### src/rstpin_defines.vh
`ifndef RSTPIN_DEFINES_VH
`define RSTPIN_DEFINES_VH
// port subregister indices written to the port address register
`define SUB_ALT_FUNC       8'h02
`define SUB_OPEN_DRAIN     8'h03
// reset values
`define ALT_FUNC_RST       8'h00
`define ALT_FUNC_RST_SMALL 8'h04
`define OPEN_DRAIN_RST     8'h00
// pin positions on port a
`define PIN_DBG            0
`define PIN_XTAL2          1
`define PIN_RST            2
// external reset qualification: four cycles always resets
`define EXT_RST_CYCLES     3'd4
// stop recovery delays in oscillator cycles
`define SMR_CYC_NO_XTAL    13'd66
`define SMR_CYC_XTAL       13'd5000
// oscillator control reset value (internal oscillator selected)
`define OSC_CTL_RST        8'h00
`define OSC_XTAL_EN_BIT    7
// watchdog control field positions
`define WDT_EXT_BIT        0
`define WDT_STOPREC_BIT    1
// reset cause field positions
`define CAUSE_POR_BIT      7
`define CAUSE_STOP_BIT     6
`define CAUSE_WDT_BIT      5
`define CAUSE_EXT_BIT      4
`define CAUSE_BO_BIT       3
`endif

### src/rst_hold_counter.v
`timescale 1ns/1ps
// small down-counter: loads a cycle count, reports busy while nonzero
module rst_hold_counter (
  input  wire        i_clk,
  input  wire        i_rst,
  input  wire        i_load,   // one-cycle load strobe
  input  wire [12:0] i_count,  // cycles to hold
  input  wire        i_tick,   // count enable
  output reg         o_busy    // high while counting
);
  reg [12:0] cnt_q; // remaining cycles

  // load wins over counting so a new cause restarts the hold
  always @(posedge i_clk or posedge i_rst) begin
    if (i_rst) begin
      cnt_q  <= 13'h0000;
      o_busy <= 1'b0;
    end else if (i_load) begin
      cnt_q  <= i_count;
      o_busy <= (i_count != 13'h0000);
    end else if (i_tick && cnt_q != 13'h0000) begin
      cnt_q  <= cnt_q - 13'h0001;
      o_busy <= (cnt_q != 13'h0001);
    end
  end
endmodule

### src/reset_and_port_pin_control.v
`timescale 1ns/1ps
`include "rstpin_defines.vh"
module reset_and_port_pin_control #(
  parameter        SMALL_PKG    = 1'b1,   // smallest package: pins shared
  parameter [12:0] POR_HOLD     = 13'd66, // power-on indicator hold cycles
  parameter [12:0] BO_HOLD      = 13'd66, // brownout indicator hold cycles
  parameter [12:0] WDT_HOLD     = 13'd66  // watchdog indicator hold cycles
) (
  input  wire       i_clk,
  input  wire       i_rst,
  input  wire       i_rst_pin_in,    // level seen on the reset pin
  input  wire       i_por_evt,       // power-on event pulse
  input  wire       i_bo_evt,        // brownout event pulse
  input  wire       i_wdt_evt,       // watchdog reset event pulse
  input  wire       i_dbg_rst_wr,    // debugger writes reset-request bit
  input  wire       i_stop_exec,     // processor executes stop
  input  wire       i_wake,          // stop recovery source
  input  wire       i_osc_tick,      // internal oscillator cycle enable
  input  wire       i_unlock_seen,   // debug unlock pattern detected
  input  wire [7:0] i_port_addr,     // port address register value
  input  wire       i_port_ctl_wr,   // write strobe to port control reg
  input  wire [7:0] i_port_ctl_wdata,// port control write data
  input  wire       i_osc_ctl_wr,    // oscillator control write strobe
  input  wire [7:0] i_osc_ctl_wdata, // oscillator control write data
  input  wire       i_flag_clr,      // software clears reset flags
  input  wire [7:0] i_gpio_out,      // gpio output data
  input  wire [7:0] i_gpio_dir_in,   // direction bits, 1 = input
  input  wire [7:0] i_alt_out,       // alternate function outputs
  input  wire [7:0] i_alt_oe,        // alternate function output enables
  output reg        o_sys_rst,       // system reset to chip, not debugger
  output reg        o_cpu_rst,       // processor held in reset
  output reg        o_stopped,       // in stop state
  output reg        o_rst_pin_out,   // reset pin output value (always 0)
  output reg        o_rst_pin_oe,    // reset pin drive low enable
  output reg        o_dbg_req_bit,   // debugger reset-request bit
  output reg        o_dbg_unlocked,  // debug function unlocked
  output reg [7:0]  o_wdt_ctl,       // watchdog control flags
  output reg [7:0]  o_rst_cause,     // reset cause flags
  output reg [7:0]  o_osc_ctl,       // oscillator control value
  output reg [7:0]  o_alt_func,      // alt function enable register
  output reg [7:0]  o_open_drain,    // open drain control register
  output reg [7:0]  o_port_ctl_rdata,// port control read data
  output reg [7:0]  o_pin_out,       // per-pin output value
  output reg [7:0]  o_pin_oe         // per-pin output enable
);
  localparam ST_RUN   = 2'd0; // normal running
  localparam ST_RESET = 2'd1; // system reset active
  localparam ST_STOP  = 2'd2; // stop low-power state
  localparam ST_SMR   = 2'd3; // stop recovery delay

  reg [1:0]  st_q;            // top state
  reg [2:0]  low_cnt_q;       // consecutive low cycles on reset pin
  reg        ext_hold_q;      // external reset qualified, pin still low
  reg        int_pend_q;      // internal reset source pending hold
  reg        dbg_pend_q;      // debugger reset pending
  wire       hold_busy;       // indicator hold still counting
  reg        hold_load;       // load hold counter
  reg [12:0] hold_val;        // cycles to load
  reg        hold_tick;       // hold counter enable
  reg        ind_load;        // hold loaded for a reset, not a recovery
  wire       xtal_en;         // crystal oscillator enabled
  wire [7:0] alt_rst;         // alt function reset value
  wire [7:0] od_pin_mask;     // pins taken from gpio
  reg  [7:0] pin_out_d;       // next pin output
  reg  [7:0] pin_oe_d;        // next pin enable

  // pick the larger hold so that any cause gets its full delay
  function [12:0] max13;
    input [12:0] a;
    input [12:0] b;
    begin
      max13 = (a > b) ? a : b;
    end
  endfunction

  assign xtal_en     = o_osc_ctl[`OSC_XTAL_EN_BIT];
  assign alt_rst     = SMALL_PKG ? `ALT_FUNC_RST_SMALL : `ALT_FUNC_RST;
  assign od_pin_mask = xtal_en ? 8'hfc : 8'hff;

  // hold load: internal causes use parameters, stop recovery uses oscillator choice
  always @* begin
    hold_load = 1'b0;
    hold_val  = 13'h0000;
    hold_tick = 1'b1;
    ind_load  = 1'b0;
    // an external entry loads a one-cycle indicator pulse
    if (i_por_evt || i_bo_evt || i_wdt_evt || (o_dbg_req_bit && st_q == ST_RUN) ||
        (ext_hold_q && st_q != ST_RESET)) begin
      hold_load = 1'b1;
      ind_load  = 1'b1;
      hold_val  = max13(i_por_evt | o_dbg_req_bit ? POR_HOLD : 13'h0001,
                        max13(i_bo_evt ? BO_HOLD : 13'h0001,
                              i_wdt_evt ? WDT_HOLD : 13'h0001));
    end else if (st_q == ST_STOP && i_wake) begin
      hold_load = 1'b1;
      hold_val  = xtal_en ? `SMR_CYC_XTAL : `SMR_CYC_NO_XTAL;
    end
    if (st_q == ST_SMR) begin
      hold_tick = i_osc_tick; // stop delay counts oscillator cycles
    end
  end

  rst_hold_counter u_hold (
    .i_clk   (i_clk),
    .i_rst   (i_rst),
    .i_load  (hold_load),
    .i_count (hold_val),
    .i_tick  (hold_tick),
    .o_busy  (hold_busy)
  );

  // external pin filter: count low cycles, qualify at three
  always @(posedge i_clk or posedge i_rst) begin
    if (i_rst) begin
      low_cnt_q  <= 3'd0;
      ext_hold_q <= 1'b0;
    end else if (i_rst_pin_in) begin
      low_cnt_q  <= 3'd0;
      ext_hold_q <= 1'b0;
    end else begin
      if (low_cnt_q != `EXT_RST_CYCLES) begin
        low_cnt_q <= low_cnt_q + 3'd1;
      end
      // three low cycles already qualify: three may reset, four always does
      if (low_cnt_q >= 3'd2) begin
        ext_hold_q <= 1'b1;
      end
    end
  end

  // top sequencer: reset, run, stop, recovery
  always @(posedge i_clk or posedge i_rst) begin
    if (i_rst) begin
      st_q           <= ST_RESET;
      o_sys_rst      <= 1'b1;
      o_cpu_rst      <= 1'b1;
      o_stopped      <= 1'b0;
      int_pend_q     <= 1'b1;
      dbg_pend_q     <= 1'b0;
      o_dbg_req_bit  <= 1'b0;
      o_dbg_unlocked <= 1'b0;
      o_wdt_ctl      <= 8'h00;
      o_rst_cause    <= 8'h80;
      o_osc_ctl      <= `OSC_CTL_RST;
      o_alt_func     <= `ALT_FUNC_RST;
      o_open_drain   <= `OPEN_DRAIN_RST;
    end else begin
      // debugger bit set by write; it is cleared by the reset it starts
      if (i_dbg_rst_wr && st_q != ST_RESET) begin
        o_dbg_req_bit <= 1'b1;
      end
      if (i_flag_clr) begin
        o_wdt_ctl   <= 8'h00;
        o_rst_cause <= 8'h00;
      end
      case (st_q)
        ST_RUN: begin
          if (ext_hold_q || i_por_evt || i_bo_evt || i_wdt_evt || o_dbg_req_bit) begin
            st_q       <= ST_RESET;
            o_sys_rst  <= 1'b1;
            o_cpu_rst  <= 1'b1;
            int_pend_q <= ~ext_hold_q;
            dbg_pend_q <= o_dbg_req_bit;
          end else if (i_stop_exec) begin
            st_q      <= ST_STOP;
            o_stopped <= 1'b1;
            o_cpu_rst <= 1'b1;
          end
        end
        ST_RESET: begin
          o_dbg_req_bit <= 1'b0;
          // reset state restores port and oscillator registers
          o_alt_func    <= alt_rst;
          o_open_drain  <= `OPEN_DRAIN_RST;
          o_osc_ctl     <= `OSC_CTL_RST;
          // a debugger-started reset leaves the debugger's own state alone
          if (!dbg_pend_q) begin
            o_dbg_unlocked <= SMALL_PKG && i_unlock_seen;
          end
          if (!ext_hold_q && !hold_busy && !hold_load && i_rst_pin_in) begin
            st_q      <= ST_RUN;
            o_sys_rst <= 1'b0;
            o_cpu_rst <= 1'b0;
            if (!int_pend_q) begin
              o_wdt_ctl[`WDT_EXT_BIT]     <= 1'b1;
              o_rst_cause[`CAUSE_EXT_BIT] <= 1'b1;
            end
            if (dbg_pend_q) begin
              o_rst_cause[`CAUSE_POR_BIT] <= 1'b1;
            end
            int_pend_q <= 1'b0;
            dbg_pend_q <= 1'b0;
          end
        end
        ST_STOP: begin
          if (ext_hold_q || i_por_evt || i_bo_evt || i_wdt_evt) begin
            st_q       <= ST_RESET;
            o_stopped  <= 1'b0;
            o_sys_rst  <= 1'b1;
            int_pend_q <= ~ext_hold_q;
          end else if (i_wake) begin
            st_q      <= ST_SMR;
            o_stopped <= 1'b0;
          end
        end
        ST_SMR: begin
          // a reset cause during recovery still wins over the delay
          if (ext_hold_q || i_por_evt || i_bo_evt || i_wdt_evt) begin
            st_q       <= ST_RESET;
            o_sys_rst  <= 1'b1;
            int_pend_q <= ~ext_hold_q;
          end else if (!hold_busy) begin
            st_q      <= ST_RUN;
            o_cpu_rst <= 1'b0;
            // only watchdog and oscillator control change here
            o_wdt_ctl[`WDT_STOPREC_BIT] <= 1'b1;
            o_osc_ctl <= `OSC_CTL_RST;
          end
        end
        default: begin
          st_q <= ST_RESET;
        end
      endcase
      // register writes in run state only
      if (st_q == ST_RUN && i_osc_ctl_wr) begin
        o_osc_ctl <= i_osc_ctl_wdata;
      end
      if (st_q == ST_RUN && i_port_ctl_wr) begin
        if (i_port_addr == `SUB_ALT_FUNC) begin
          o_alt_func <= i_port_ctl_wdata;
        end else if (i_port_addr == `SUB_OPEN_DRAIN) begin
          o_open_drain <= i_port_ctl_wdata;
        end
      end
      // events landing with a software clear still stick
      if (i_por_evt) begin
        o_rst_cause[`CAUSE_POR_BIT] <= 1'b1;
      end
      if (i_bo_evt) begin
        o_rst_cause[`CAUSE_BO_BIT] <= 1'b1;
      end
      if (i_wdt_evt) begin
        o_rst_cause[`CAUSE_WDT_BIT] <= 1'b1;
      end
    end
  end

  // pin mux: alt vs gpio, open drain masks high drive, crystal override
  always @* begin
    pin_out_d = 8'h00;
    pin_oe_d  = 8'h00;
    begin : pin_loop
      integer k;
      for (k = 0; k < 8; k = k + 1) begin
        if (o_alt_func[k]) begin
          pin_out_d[k] = i_alt_out[k];
          pin_oe_d[k]  = i_alt_oe[k];
        end else begin
          pin_out_d[k] = i_gpio_out[k];
          pin_oe_d[k]  = ~i_gpio_dir_in[k];
        end
        // open drain: drive only a low, regardless of alt selection
        if (o_open_drain[k] && pin_out_d[k]) begin
          pin_oe_d[k] = 1'b0;
        end
      end
    end
    pin_oe_d = pin_oe_d & od_pin_mask;
    if (SMALL_PKG && o_dbg_unlocked) begin
      pin_oe_d[`PIN_DBG] = 1'b0;
    end
    // shared reset pin returns to reset function during reset
    if (SMALL_PKG && o_sys_rst) begin
      pin_oe_d[`PIN_RST]  = 1'b0;
      pin_out_d[`PIN_RST] = 1'b0;
    end
  end

  // registered outputs: pins, indicator, readback
  always @(posedge i_clk or posedge i_rst) begin
    if (i_rst) begin
      o_pin_out        <= 8'h00;
      o_pin_oe         <= 8'h00;
      o_rst_pin_out    <= 1'b0;
      o_rst_pin_oe     <= 1'b1;
      o_port_ctl_rdata <= 8'h00;
    end else begin
      o_pin_out     <= pin_out_d;
      o_pin_oe      <= pin_oe_d;
      o_rst_pin_out <= 1'b0;
      // drive low only while a reset hold runs, then let go so that the pin
      // level shows whether an outside part still holds the line
      o_rst_pin_oe  <= ind_load | (hold_busy & (st_q != ST_SMR));
      if (i_port_addr == `SUB_ALT_FUNC) begin
        o_port_ctl_rdata <= o_alt_func;
      end else if (i_port_addr == `SUB_OPEN_DRAIN) begin
        o_port_ctl_rdata <= o_open_drain;
      end else begin
        o_port_ctl_rdata <= 8'h00;
      end
    end
  end
endmodule

### config.mk
export PLATFORM = sky130hd
export DESIGN_NAME = reset_and_port_pin_control
export DESIGN_NICKNAME = d
export VERILOG_FILES = /design/src/rst_hold_counter.v /design/src/reset_and_port_pin_control.v
export VERILOG_INCLUDE_DIRS = /design/src
export SDC_FILE = /design/constraint.sdc
export NUM_CORES = 1
export LEC_CHECK = 0
export BUFFER_PORTS_ARGS = -buffer_cell sky130_fd_sc_hd__buf_2
export CAP_MARGIN = 20
export CORE_ASPECT_RATIO = 1.75
export CORE_MARGIN = 1
export CORE_UTILIZATION = 40
export DETAILED_ROUTE_END_ITERATION = 10
export PLACE_DENSITY_LB_ADDON = 0.3
export REMOVE_ABC_BUFFERS = 1
export SLEW_MARGIN = 10
export SYNTH_ARGS = -nofsm -noshare
export SYNTH_HDL_FRONTEND = slang
export SYNTH_SLANG_ARGS = --single-unit
### constraint.sdc
create_clock -name i_clk -period 2.9 [get_ports i_clk]
set_input_delay 0.435 -clock i_clk [delete_from_list [all_inputs] [get_ports i_clk]]
set_output_delay 0.435 -clock i_clk [all_outputs]
set_load 0.01 [all_outputs]
==> Flow_metrics.wiki, run 1 <==
{| class="wikitable"
! Metric !! Value
|-
| Run status || complete, no violations
|-
| Total count of max-transition violations in the final report || 0
|-
| Sink Count || a little over 80
|-
| Fraction of synthesized cell area taken by the top area cell type || 47.5%
|-
| Sequential element share of the synthesized area || between 50 and 60%
|-
| Pin count of the biggest net entering global routing || 44
|-
| Drt wl/cell || ~16 um
|-
| Standard cell core area || approximately 9800 um^2
|-
| Number of max-capacitance violations reported || 0
|-
| Via count of the first global-routing pass || 3,472
|-
| Slowest library cell on the worst path || sky130_fd_sc_hd__dfstp_2
|-
| Biggest fanout along the worst timing path || 17
|-
| Number of enable flip-flop cells after synthesis || 0
|-
| All-Layer GR Usage || 20.4%
|-
| Highest-count cells in the layout ignoring fill and taps || 129 x sky130_fd_sc_hd__buf_2, 76 x sky130_fd_sc_hd__dfrtp_1, 43 x sky130_fd_sc_hd__nand2_1
|-
| Count of instances resized after the clock tree is built || 0
|-
| Mean cell area of the mapped netlist || 10.4 um^2
|-
| Setup crit end kind || register
|-
| Unique cell type count in the Yosys netlist || 62
|-
| Clock latency of the later-clocked register in the worst-skew pair || between 0.3 and 0.4 ns
|-
| Synth-to-layout area growth || 25.2%
|-
| Maximum vdd ir drop || ~0.29 mV
|-
| Areal power density over the cells || between 500 and 600 nW/um^2
|-
| Ports placed on the boundary || between 100 and 150
|-
| Crit. path cell count || 4
|-
| Layout cell share with drive strength beyond 1 || 35.0%
|-
| Overall die area || 10,400 um^2
|-
| Register share of total power || about 48%
|-
| Detailed-route DRC error count || 0
|-
| Half-perimeter wire length of the detailed placement result || just under 8000 um
|-
| Period minus WS final || 2.24 ns
|-
| Internal Dissipation || 1.93 mW
|-
| CP Launch Point || st_q[0]
|-
| CP Buf/Inv Count || 0
|-
| Share of async-settable or async-resettable flops after synthesis || 100%
|-
| Worst reg2reg endpoint || u_hold.cnt_q[9]
|-
| Final setup TNS || 0 ns
|-
| Total Power || between 2 and 3 mW
|-
| Setup slack, reg-to-reg || 0.66 ns
|-
| Flip-flop and latch count after synthesis || between 80 and 90
|-
| Pre-Repair DR Iteration Count || 5
|-
| First-iteration detailed-routing DRC count || 169
|-
| NumNets Final || 587
|-
| Hold slack final || between 0.15 and 0.2 ns
|-
| Buffers inserted during post-CTS setup optimization || 0
|-
| Pre-CTS setup slack || ~0.74 ns
|-
| Share of the core filled with cells || between 50% and 60%
|-
| Series of cell instances along the critical path || nand3b_1, o2111ai_1, a31o_1, a211oi_1
|-
| Width of the chip || 77.6 um
|-
| Switching power share of the total || about 23%
|-
| Count of standard-cell rows || 48
|-
| End point of the critical path || u_hold.cnt_q[9]
|-
| RSZ-0062 raised after global routing || no
|-
| Clock input transition at the sequential cells of the worst setup and hold paths || ~0.06 ns
|-
| Number of antenna cells inserted || 0
|-
| Final setup skew || around 0.0096 ns
|-
| Least-Margin Pin Slew || around 1.1 ns
|-
| Worst stage delay on the critical path || ~0.71 ns
|-
| Slew HR || between 20 and 30%
|-
| Post-Synthesis Cell Area || ~4000 um^2
|-
| Final weighted congestion of routability-driven global placement || between 0.8 and 0.9
|-
| Main area contributors after synthesis || sky130_fd_sc_hd__dfrtp_1 47%, sky130_fd_sc_hd__nand2_1 4.0%, sky130_fd_sc_hd__dfstp_2 3.9%, sky130_fd_sc_hd__a22o_1 3.7%, sky130_fd_sc_hd__nor2_1 2.8%
|-
| Hold-fix buffers at CTS || 0
|-
| Post-detailed-route count of antenna-violating nets || 0
|-
| Count of placed standard cells in the final layout, fillers left out || about 640
|-
| Top Family by Delay on Critical Path || compound AO/OA/AOI/OAI gates
|-
| Total congestion overflow || 0
|-
| FF-to-FF path depth || 4
|-
| Share of the cycle needed by the critical path after routing || between 70 and 80%
|-
| Clock Path Buffers || 2
|-
| Worst hold path type || input pin to asynchronous set/reset pin
|-
| Required time reported for the critical path endpoint || ~3.1 ns
|-
| Post-Place Cell Area || about 4700 um^2
|-
| Global-route wire length before repair || between 15,000 and 20,000 um
|-
| Cell count after placement || around 630
|-
| Commonest non-fill, non-tap cell in the layout || sky130_fd_sc_hd__buf_2
|-
| Number of H-tree levels || 3
|-
| Post-synth top flop || sky130_fd_sc_hd__dfrtp_1
|-
| Number of port buffers || ~130
|-
| Fin worst setup slack || 0.663 ns
|-
| Post-route standard cell area excluding fillers || about 5000 um^2
|-
| Net Switching || 0.581 mW
|-
| Cell leakage power || about 2.4 nW
|-
| Routed WL || between 10,000 and 15,000 um
|-
| Crit Path Category || register to register
|-
| Critical Path Source Type || register
|-
| Vias after detailed routing || 3,432
|-
| Biggest area consumer among synthesized cells || sky130_fd_sc_hd__dfrtp_1
|-
| CP Data Arrival Time || about 2.5 ns
|-
| Cells after Synth || between 300 and 400
|-
| Die height || 134 um
|-
| Number of failing hold endpoints at the final stage || 0
|-
| Yosys Warn Count || 0
|-
| Filler Cells Inserted || approximately 910
|-
| Launch point of the worst reg-to-reg path || st_q[0]
|-
| TritonCTS buffer count || 9
|-
| TritonCTS clock tree || done
|-
| Achievable Freq || 0.447 GHz
|-
| Combinational share of power || around 7.8%
|-
| Clock Root Buffer || sky130_fd_sc_hd__clkbuf_16
|-
| Number of antenna violations at the first check in global routing || 0
|-
| Starting density of the core || about 40%
|-
| Detail-routed via count per cell || about 5.3
|-
| Clock Power Share || 44.6%
|-
| Setup Viol. Count Final || 0
|}
## metal layers
metal,share of wire [%],vias up,GRT usage [%]
met1,37,1669,21.2
met4,0.73,0,7.34
met5,0,-,0
met2,56,127,38.9
met3,5.6,8,4.76
li1,-,1628,-
## synthesized netlist by cell type (all sizes together), types with 3 or more instances
master,count
dfrtp,76
nand2,43
nor2,30
o21ai,26
buf,23
a21oi,22
a22o,17
nor4,13
nor3,12
inv,11
mux2,9
a211oi,8
nand2b,7
nand3,7
dfstp,6
a21o,5
ha,5
mux2i,5
nand4,5
clkbuf,4
nor3b,4
a31oi,3
nor4b,3
o2bb2ai,3
or3b,3
or4,3
## power groups by stage
stage               clock (mW)  sequential (mW)  combinational, mW
floorplan                    0             1.22             0.0945
global placement             0             1.21              0.192
detailed placement           0             1.21              0.198
CTS                       1.16             1.19              0.199
global route              1.20             1.20              0.221
finish                    1.12             1.19              0.196
## worst min-delay path by stage
| stage | depth (start not counted) | to | slack, ns | start |
|---|---|---|---|---|
| finish | 2 | o_open_drain[1] | 0.19 | i_rst |
| floorplan | 1 | int_pend_q | 0.47 | int_pend_q |
| global route | 2 | o_port_ctl_rdata[6] | 0.25 | i_rst |
| CTS | 2 | o_port_ctl_rdata[6] | 0.20 | i_rst |
| detailed placement | 1 | o_wdt_ctl[0] | 0.47 | o_wdt_ctl[0] |
| global placement | 1 | o_pin_oe[0] | 0.45 | o_dbg_unlocked |
## worst reg2reg max path: cells and delay by family (launching register included)
family,cells,cell delay (ns)
DFF,1,0.71
AOI/OAI and AO/OA,3,1.17
and+or+nand+nor,1,0.27
## sequential cells by signal (all words and copies together) (netlist names), 2 cells and up
name              count
o_pin_oe              8
u_hold.cnt_q         13
o_open_drain          8
o_wdt_ctl             2
o_port_ctl_rdata      8
o_pin_out             8
o_alt_func            8
o_osc_ctl             8
st_q                  2
o_rst_cause           4
low_cnt_q             3
## cell type report
cell class	instances	area, um^2	share of cell area (%)
repair buffers	134	696	13.9
multi-input cells	274	1770	35.2
inverters	11	42.5	0.848
well taps	125	156	3.12
clock inverters	5	62.6	1.25
clock buffers	11	233	4.64
flip-flops and latches	82	2060	41.1
## cells by family after synthesis
kind of cell	share of synthesized area, %
compound gates	17.1
xor+xnor	0.219
fa+ha+maj	1.56
buf+inv	5.40
flops	51.4
mux	3.78
other cells	0.0936
simple gates	20.4
Note: power is estimated with default switching activity, not from simulation.
==> run 2: changes to the inputs <==
--- a/config.mk
+++ b/config.mk
@@ -6,6 +6,7 @@
 export SDC_FILE = /design/constraint.sdc
 export NUM_CORES = 1
 export LEC_CHECK = 0
+export ABC_AREA = 1
 export BUFFER_PORTS_ARGS = -buffer_cell sky130_fd_sc_hd__buf_2
 export CAP_MARGIN = 20
 export CORE_ASPECT_RATIO = 1.75
==> constraint.sdc (replaced) <==
create_clock -name i_clk -period 2.2 [get_ports i_clk]
set_input_delay 0.33 -clock i_clk [delete_from_list [all_inputs] [get_ports i_clk]]
set_output_delay 0.33 -clock i_clk [all_outputs]
set_load 0.01 [all_outputs]
==> run 2 against run 1 <==
  * Fmax rose by 30%
  * Total power rose by 75%
  * Setup slack got worse by 0.19 ns
  * Largest power group unchanged
  * Critical path depth rose by 4
==> Flow_metrics.wiki, run 2 <==
{| class="wikitable"
! Metric !! Value
|-
| Run status || complete, no violations
|-
| Period minus WS final || between 1.5 and 2 ns
|-
| Drt wl/cell || ~14 um
|-
| Met3 demand-to-capacity share in global routing || roughly 4.6%
|-
| Clock Root Buffer || sky130_fd_sc_hd__clkbuf_16
|-
| Register with the most flip-flops || u_hold.cnt_q
|-
| Flip-flop and latch count after synthesis || slightly above 80
|-
| Count of standard-cell rows || 47
|-
| Share of the cycle needed by the critical path after routing || between 70% and 80%
|-
| Series of cell instances along the critical path || nor2_2, nand2_1, nand3_4, inv_1, nand3_1, o21ai_0, nand2_1, nand2_1
|-
| Buffers inserted during post-CTS setup optimization || 0
|-
| Number of failing hold endpoints at the final stage || 0
|-
| Least-Margin Pin Slew || 0.539 ns
|-
| Overall die area || approximately 10,000 um^2
|-
| Unique cell type count in the Yosys netlist || 37
|-
| Hold-fix buffers at CTS || 0
|-
| Layout cell share with drive strength beyond 1 || approximately 28%
|-
| Count of placed standard cells in the final layout, fillers left out || between 700 and 800
|-
| Via count of the first global-routing pass || approximately 3,600
|-
| Width of the chip || 77.6 um
|-
| Met1 GRT Util || roughly 20%
|-
| Gr busiest metal || met2
|-
| RSZ-0062 raised after global routing || no
|-
| CP Data Arrival Time || between 1.5 and 2 ns
|-
| Routed WL || 10,400 um
|-
| Critical Path Source Type || register
|-
| Number of enable flip-flop cells after synthesis || 0
|-
| Slew HR || about 64%
|-
| Final setup TNS || 0 ns
|-
| Pin count of the biggest net entering global routing || 41
|-
| Starting density of the core || 41.7%
|-
| Detailed-route DRC error count || 0
|-
| Clock input transition at the sequential cells of the worst setup and hold paths || roughly 0.060 ns
|-
| Post-Synthesis Cell Area || about 4000 um^2
|-
| Number of antenna cells inserted || 0
|-
| Synth-to-layout area growth || 26.4%
|-
| NumNets Final || 693
|-
| First-iteration detailed-routing DRC count || approximately 160
|-
| Die height || 134 um
|-
| TritonCTS buffer count || 9
|-
| Ports placed on the boundary || about 140
|-
| Filler Cells Inserted || roughly 900
|-
| Areal power density over the cells || around 870 nW/um^2
|-
| Number of H-tree levels || 3
|-
| Yosys Warn Count || 0
|-
| Post-detailed-route count of antenna-violating nets || 0
|-
| Achievable Freq || approximately 0.58 GHz
|-
| Post-synth top flop || sky130_fd_sc_hd__dfrtp_1
|-
| Setup crit end kind || register
|-
| Cells after Synth || between 400 and 500
|-
| Met2 track demand over resource || between 40% and 50%
|-
| Total count of max-transition violations in the final report || 0
|-
| Number of antenna violations at the first check in global routing || 0
|-
| Hold slack final || just under 0.01 ns
|-
| TritonCTS clock tree || done
|-
| Total congestion overflow || 0
|-
| Crit-path most repeated cell || sky130_fd_sc_hd__nand2_1
|-
| Crit Path Category || register to register
|-
| Vias after detailed routing || between 3,000 and 4,000
|-
| Biggest fanout along the worst timing path || 7
|-
| Library cell with the highest instance count after synthesis || sky130_fd_sc_hd__nand2_1
|-
| Clock Path Buffers || 2
|-
| Setup Viol. Count Final || 0
|-
| Commonest non-fill, non-tap cell in the layout || sky130_fd_sc_hd__buf_2
|-
| Pre-Repair DR Iteration Count || 4
|-
| Biggest area consumer among synthesized cells || sky130_fd_sc_hd__dfrtp_1
|-
| Pre-CTS setup slack || between 0.4 and 0.5 ns
|-
| Worst stage delay on the critical path || 0.44 ns
|-
| Sequential element share of the synthesized area || 51.5%
|-
| Fraction of synthesized cell area taken by the top area cell type || a little under half
|-
| Cell count after placement || roughly 730
|-
| Number of port buffers || about 130
|-
| Half-perimeter wire length of the detailed placement result || around 8400 um
|-
| Final weighted congestion of routability-driven global placement || roughly 0.91
|-
| Clock latency of the later-clocked register in the worst-skew pair || 0.33 ns
|-
| Sink Count || 82
|-
| Maximum vdd ir drop || roughly 0.4 mV
|-
| Fin worst setup slack || 0.478 ns
|-
| Post-route standard cell area excluding fillers || 5050 um^2
|-
| Global-route wire length before repair || roughly 17,000 um
|-
| Share of async-settable or async-resettable flops after synthesis || between 90% and 100%
|-
| Cell types with the highest counts after synthesis || 124 x sky130_fd_sc_hd__nand2_1, 76 x sky130_fd_sc_hd__dfrtp_1, 70 x sky130_fd_sc_hd__inv_1, 45 x sky130_fd_sc_hd__nor2_1, 26 x sky130_fd_sc_hd__o21ai_0
|-
| Required time reported for the critical path endpoint || 2.42 ns
|-
| Cell leakage power || approximately 2.7 nW
|-
| Number of max-capacitance violations reported || 0
|-
| Max reg flops || 13
|-
| Standard cell core area || 9590 um^2
|-
| Final setup skew || approximately 0.0067 ns
|-
| Mean cell area of the mapped netlist || about 8.3 um^2
|-
| All-Layer GR Usage || 20.8%
|-
| Count of instances resized after the clock tree is built || 0
|-
| Slowest library cell on the worst path || sky130_fd_sc_hd__dfrtp_1
|-
| Highest-count cells in the layout ignoring fill and taps || 129 x sky130_fd_sc_hd__buf_2, 124 x sky130_fd_sc_hd__nand2_1, 76 x sky130_fd_sc_hd__dfrtp_1
|-
| Post-Place Cell Area || 4760 um^2
|-
| Detail-routed via count per cell || about 4.9
|-
| Worst hold path type || input pin to asynchronous set/reset pin
|-
| Main area contributors after synthesis || sky130_fd_sc_hd__dfrtp_1 48%, sky130_fd_sc_hd__nand2_1 12%, sky130_fd_sc_hd__inv_1 6.6%, sky130_fd_sc_hd__nor2_1 4.2%, sky130_fd_sc_hd__dfstp_2 3.9%
|}
[run 2: cell count changes in the layout (fill, tap and decap cells not counted), moves of 8 or more]
| cell | change |
|---|---|
| sky130_fd_sc_hd__o21ai_0 | +19 |
| sky130_fd_sc_hd__o21ai_1 | -10 |
| sky130_fd_sc_hd__o31ai_1 | +14 |
| sky130_fd_sc_hd__mux2_2 | -9 |
| sky130_fd_sc_hd__nand2_1 | +81 |
| sky130_fd_sc_hd__a22o_1 | -17 |
| sky130_fd_sc_hd__nor2_1 | +15 |
| sky130_fd_sc_hd__nor4_1 | -9 |
| sky130_fd_sc_hd__nand3_1 | +14 |
| sky130_fd_sc_hd__inv_1 | +59 |
| sky130_fd_sc_hd__o22ai_1 | +8 |
[run 2: cells by family (layout without fill, tap and decap cells)]
group | after synthesis | after routing | share of synthesized area [%]
AO/OA/AOI/OAI | 82 | 82 | 12.0
XOR/XNOR | 5 | 5 | 1.10
adder cells (fa/ha/maj) | 5 | 5 | 1.57
buffers and inverters | 89 | 223 | 9.96
flip-flops | 82 | 82 | 51.5
multiplexers | 1 | 1 | 0.250
other | 1 | 11 | 0.0938
AND/OR/NAND/NOR | 214 | 214 | 23.5
[run 2: worst max-delay path, delay by kind of cell (launching register included)]
family / cells / cell delay [ns]
AO/OA/AOI/OAI: 1 / 0.13
buffers and inverters: 1 / 0.07
flip-flops: 1 / 0.44
AND/OR/NAND/NOR: 6 / 0.97
[run 2: layout make-up]
class | instances | area (um^2) | area share, %
Clock buffer | 10 | 239 | 4.73
Clock inverter | 6 | 48.8 | 0.966
Inverter | 72 | 272 | 5.38
Multi-Input combinational cell | 318 | 1580 | 31.2
Sequential cell | 82 | 2060 | 40.8
Tap cell | 122 | 153 | 3.02
Timing Repair Buffer | 135 | 703 | 13.9
[run 2: report_power, final]
group          switching [mW]  internal [mW]
registers               0.165           1.74
clock network           0.614          0.804
logic                   0.696          0.366
[run 2: metal layers]
metal	wire [um]	up-vias
met2	6010	119
met4	238	0
met3	529	20
met1	3580	1705
met5	0	-
li1	-	1796
[run 2: path summary, 6_finish.rpt]
| check | start | slack, ns | depth (start not counted) | end |
|---|---|---|---|---|
| max | st_q[1] | 0.48 | 8 | u_hold.cnt_q[8] |
| min | i_rst | 0.01 | 2 | o_rst_cause[3] |
| max reg2reg | st_q[1] | 0.48 | 8 | u_hold.cnt_q[8] |
| min reg2reg | int_pend_q | 0.47 | 2 | int_pend_q |
| max in group asynchronous | i_rst | 1.51 | 3 | st_q[0] |
| min in group i_clk | i_rst_pin_in | 0.17 | 2 | ext_hold_q |
[run 2: through the flow]
step / util, % / total power, mW
after global routing: 52.7 / 4.65
after global placement: 49.7 / 2.97
final: 52.7 / 4.39
after CTS: 52.7 / 4.45
after floorplan: - / 2.54
after detailed placement: 49.7 / 3.01
==> run 3: changes to the inputs <==
==> constraint.sdc (replaced) <==
create_clock -name i_clk -period 1.8 [get_ports i_clk]
set_input_delay 0.27 -clock i_clk [delete_from_list [all_inputs] [get_ports i_clk]]
set_output_delay 0.27 -clock i_clk [all_outputs]
set_load 0.01 [all_outputs]
==> run 3 against run 2 <==
  * Clock-buffer cell count is the same
  * Die area is the same
  * Combinational power grew 25%
  * Setup slack lost 0.39 ns
  * Total power grew 25%
  * First-iteration DRC count shrank 12%
  * Critical path depth is the same
  * Register-to-register slack lost 0.39 ns
  * Non-clock buffer count grew 10
  * Sequential power grew 23%
  * Utilization grew 1.2 points
  * Critical endpoint is now u_hold.cnt_q[0]
  * Largest cell class unchanged
  * Highest routed layer unchanged
==> Flow_metrics.wiki, run 3 (synthesis results as in run 2) <==
{| class="wikitable"
! Metric !! Value
|-
| Run status || complete, no violations
|-
| Setup Viol. Count Final || 0
|-
| Top Family by Delay on Critical Path || simple AND/OR/NAND/NOR gates
|-
| Required time reported for the critical path endpoint || 2.05 ns
|-
| Via count of the first global-routing pass || between 3,000 and 4,000
|-
| TritonCTS buffer count || 9
|-
| Pin count of the biggest net entering global routing || ~50
|-
| Count of standard-cell rows || 47
|-
| Vias after detailed routing || roughly 3,700
|-
| Fin worst setup slack || approximately 0.085 ns
|-
| Overall die area || 10,400 um^2
|-
| Period minus WS final || 1.72 ns
|-
| Total congestion overflow || 0
|-
| Post-detailed-route count of antenna-violating nets || 0
|-
| RSZ-0062 raised after global routing || yes
|-
| Sink Count || 82
|-
| Hold slack final || approximately 0.12 ns
|-
| Number of port buffers || approximately 130
|-
| Ports placed on the boundary || around 140
|-
| Starting density of the core || between 40% and 50%
|-
| Standard cell core area || 9590 um^2
|-
| Critical Path Source Type || register
|-
| Clock latency of the later-clocked register in the worst-skew pair || roughly 0.34 ns
|-
| Achievable Freq || 0.583 GHz
|-
| TritonCTS clock tree || done
|-
| Max reg flops || 13
|-
| Slowest library cell on the worst path || sky130_fd_sc_hd__dfstp_2
|-
| Worst stage delay on the critical path || between 0.6 and 0.7 ns
|-
| Routed WL || about 10,000 um
|-
| Drt wl/cell || 13.8 um
|-
| Pre-CTS setup slack || approximately 0.085 ns
|-
| Number of antenna violations at the first check in global routing || 0
|-
| Detailed-route DRC error count || 0
|-
| Commonest non-fill, non-tap cell in the layout || sky130_fd_sc_hd__buf_2
|-
| Clock input transition at the sequential cells of the worst setup and hold paths || around 0.070 ns
|-
| Worst hold path type || input pin to register
|-
| Setup crit end kind || register
|-
| Count of placed standard cells in the final layout, fillers left out || ~760
|-
| Global-route wire length before repair || between 15,000 and 20,000 um
|-
| Total count of max-transition violations in the final report || 0
|-
| Highest-count cells in the layout ignoring fill and taps || 129 x sky130_fd_sc_hd__buf_2, 124 x sky130_fd_sc_hd__nand2_1, 76 x sky130_fd_sc_hd__dfrtp_1
|-
| Share of the core filled with cells || a little over half
|-
| Width of the chip || just under 80 um
|-
| Clock Root Buffer || sky130_fd_sc_hd__clkbuf_16
|-
| Final setup TNS || 0 ns
|-
| Crit Path Category || register to register
|-
| Layout cell share with drive strength beyond 1 || approximately 29%
|-
| Synth-to-layout area growth || 29.2%
|-
| Share of the cycle needed by the critical path after routing || around 95%
|-
| Number of failing hold endpoints at the final stage || 0
|-
| NumNets Final || around 700
|-
| CP Data Arrival Time || between 1.5 and 2 ns
|-
| Half-perimeter wire length of the detailed placement result || 8210 um
|-
| Clock Path Buffers || 2
|-
| Cell count after placement || 734
|-
| Detail-routed via count per cell || approximately 4.9
|-
| Biggest fanout along the worst timing path || 15
|-
| Maximum vdd ir drop || roughly 0.48 mV
|-
| Series of cell instances along the critical path || nand2_2, nand2_2, nand3_4, nor2_8, nand2_4, inv_2, nand2_1, o21ai_1
|-
| Areal power density over the cells || approximately 1100 nW/um^2
|-
| Number of max-capacitance violations reported || 0
|-
| Cell leakage power || between 2 and 3 nW
|-
| First-iteration detailed-routing DRC count || between 100 and 150
|-
| Number of antenna cells inserted || 0
|-
| Pre-Repair DR Iteration Count || 4
|-
| Number of H-tree levels || 3
|-
| All-Layer GR Usage || approximately a fifth
|-
| Final setup skew || ~0.011 ns
|-
| Crit-path most repeated cell || sky130_fd_sc_hd__nand2_2
|-
| Filler Cells Inserted || slightly above 900
|-
| Die height || 134 um
|-
| Final weighted congestion of routability-driven global placement || approximately 0.9
|-
| Register with the most flip-flops || u_hold.cnt_q
|-
| CP Buf/Inv Count || 1
|}
## run 3: cell count changes in the layout (fill, tap and decap cells not counted), moves of 2 or more
cell / previous run / this run
sky130_fd_sc_hd__buf_4: 5 / 13
sky130_fd_sc_hd__clkinv_2: 1 / 3
sky130_fd_sc_hd__clkinvlp_4: 3 / 1
sky130_fd_sc_hd__nor2_4: 1 / 3
sky130_fd_sc_hd__o21ai_0: 26 / 24
sky130_fd_sc_hd__o21ai_1: 9 / 11
## run 3: final cells by class
cell class              count  area, um^2  share of cell area (%)
well taps                 122         153                    2.96
multi-input cells         319        1590                    30.8
clock buffers              10         229                    4.43
inverters                  72         272                    5.26
flip-flops and latches     82        2060                    39.9
clock inverters             6        65.1                    1.26
repair buffers            145         793                    15.4
## run 3: routing by layer
| metal | up-vias | global-route usage [%] | part of all wire, % |
|---|---|---|---|
| met5 | - | 0 | 0 |
| met4 | 0 | 9.33 | 2.3 |
| met3 | 20 | 4.29 | 5.0 |
| met2 | 120 | 41.2 | 57 |
| met1 | 1736 | 20.8 | 36 |
| li1 | 1820 | - | - |
## run 3: path summary, 6_finish.rpt
check	slack, ns	from	to	depth (start not counted)
worst max-delay path	0.08	st_q[0]	u_hold.cnt_q[0]	8
max in group asynchronous	1.02	i_rst	st_q[0]	4
worst min register to register	0.47	int_pend_q	int_pend_q	2
min in group asynchronous	0.51	i_rst	o_rst_cause[5]	4
worst min-delay path	0.12	i_rst_pin_in	ext_hold_q	2
worst max register to register	0.08	st_q[0]	u_hold.cnt_q[0]	8
## run 3: where the power goes
part           switching (mW)  internal, mW
combinational           0.848         0.485
clock                   0.737          1.08
sequential              0.210          2.13
total                    1.79          3.69
## run 3: metrics by stage
step / cell area, um^2 / total power [mW]
6_report: 5160 / 5.49
5_1_grt: 5160 / 5.80
3_5_place_dp: 4810 / 3.69
3_3_place_gp: 4810 / 3.64
4_1_cts: 5120 / 5.51
2_1_floorplan: 3910 / 3.10
## run 3: what timing repair did
item / CTS / global route
hold buffers: 1 / 0
gates resized for setup: 0 / 3
buffers inserted: 0 / 4
hold endpoints to repair: 43 / 0
endpoints found under the setup margin: 0 / 6
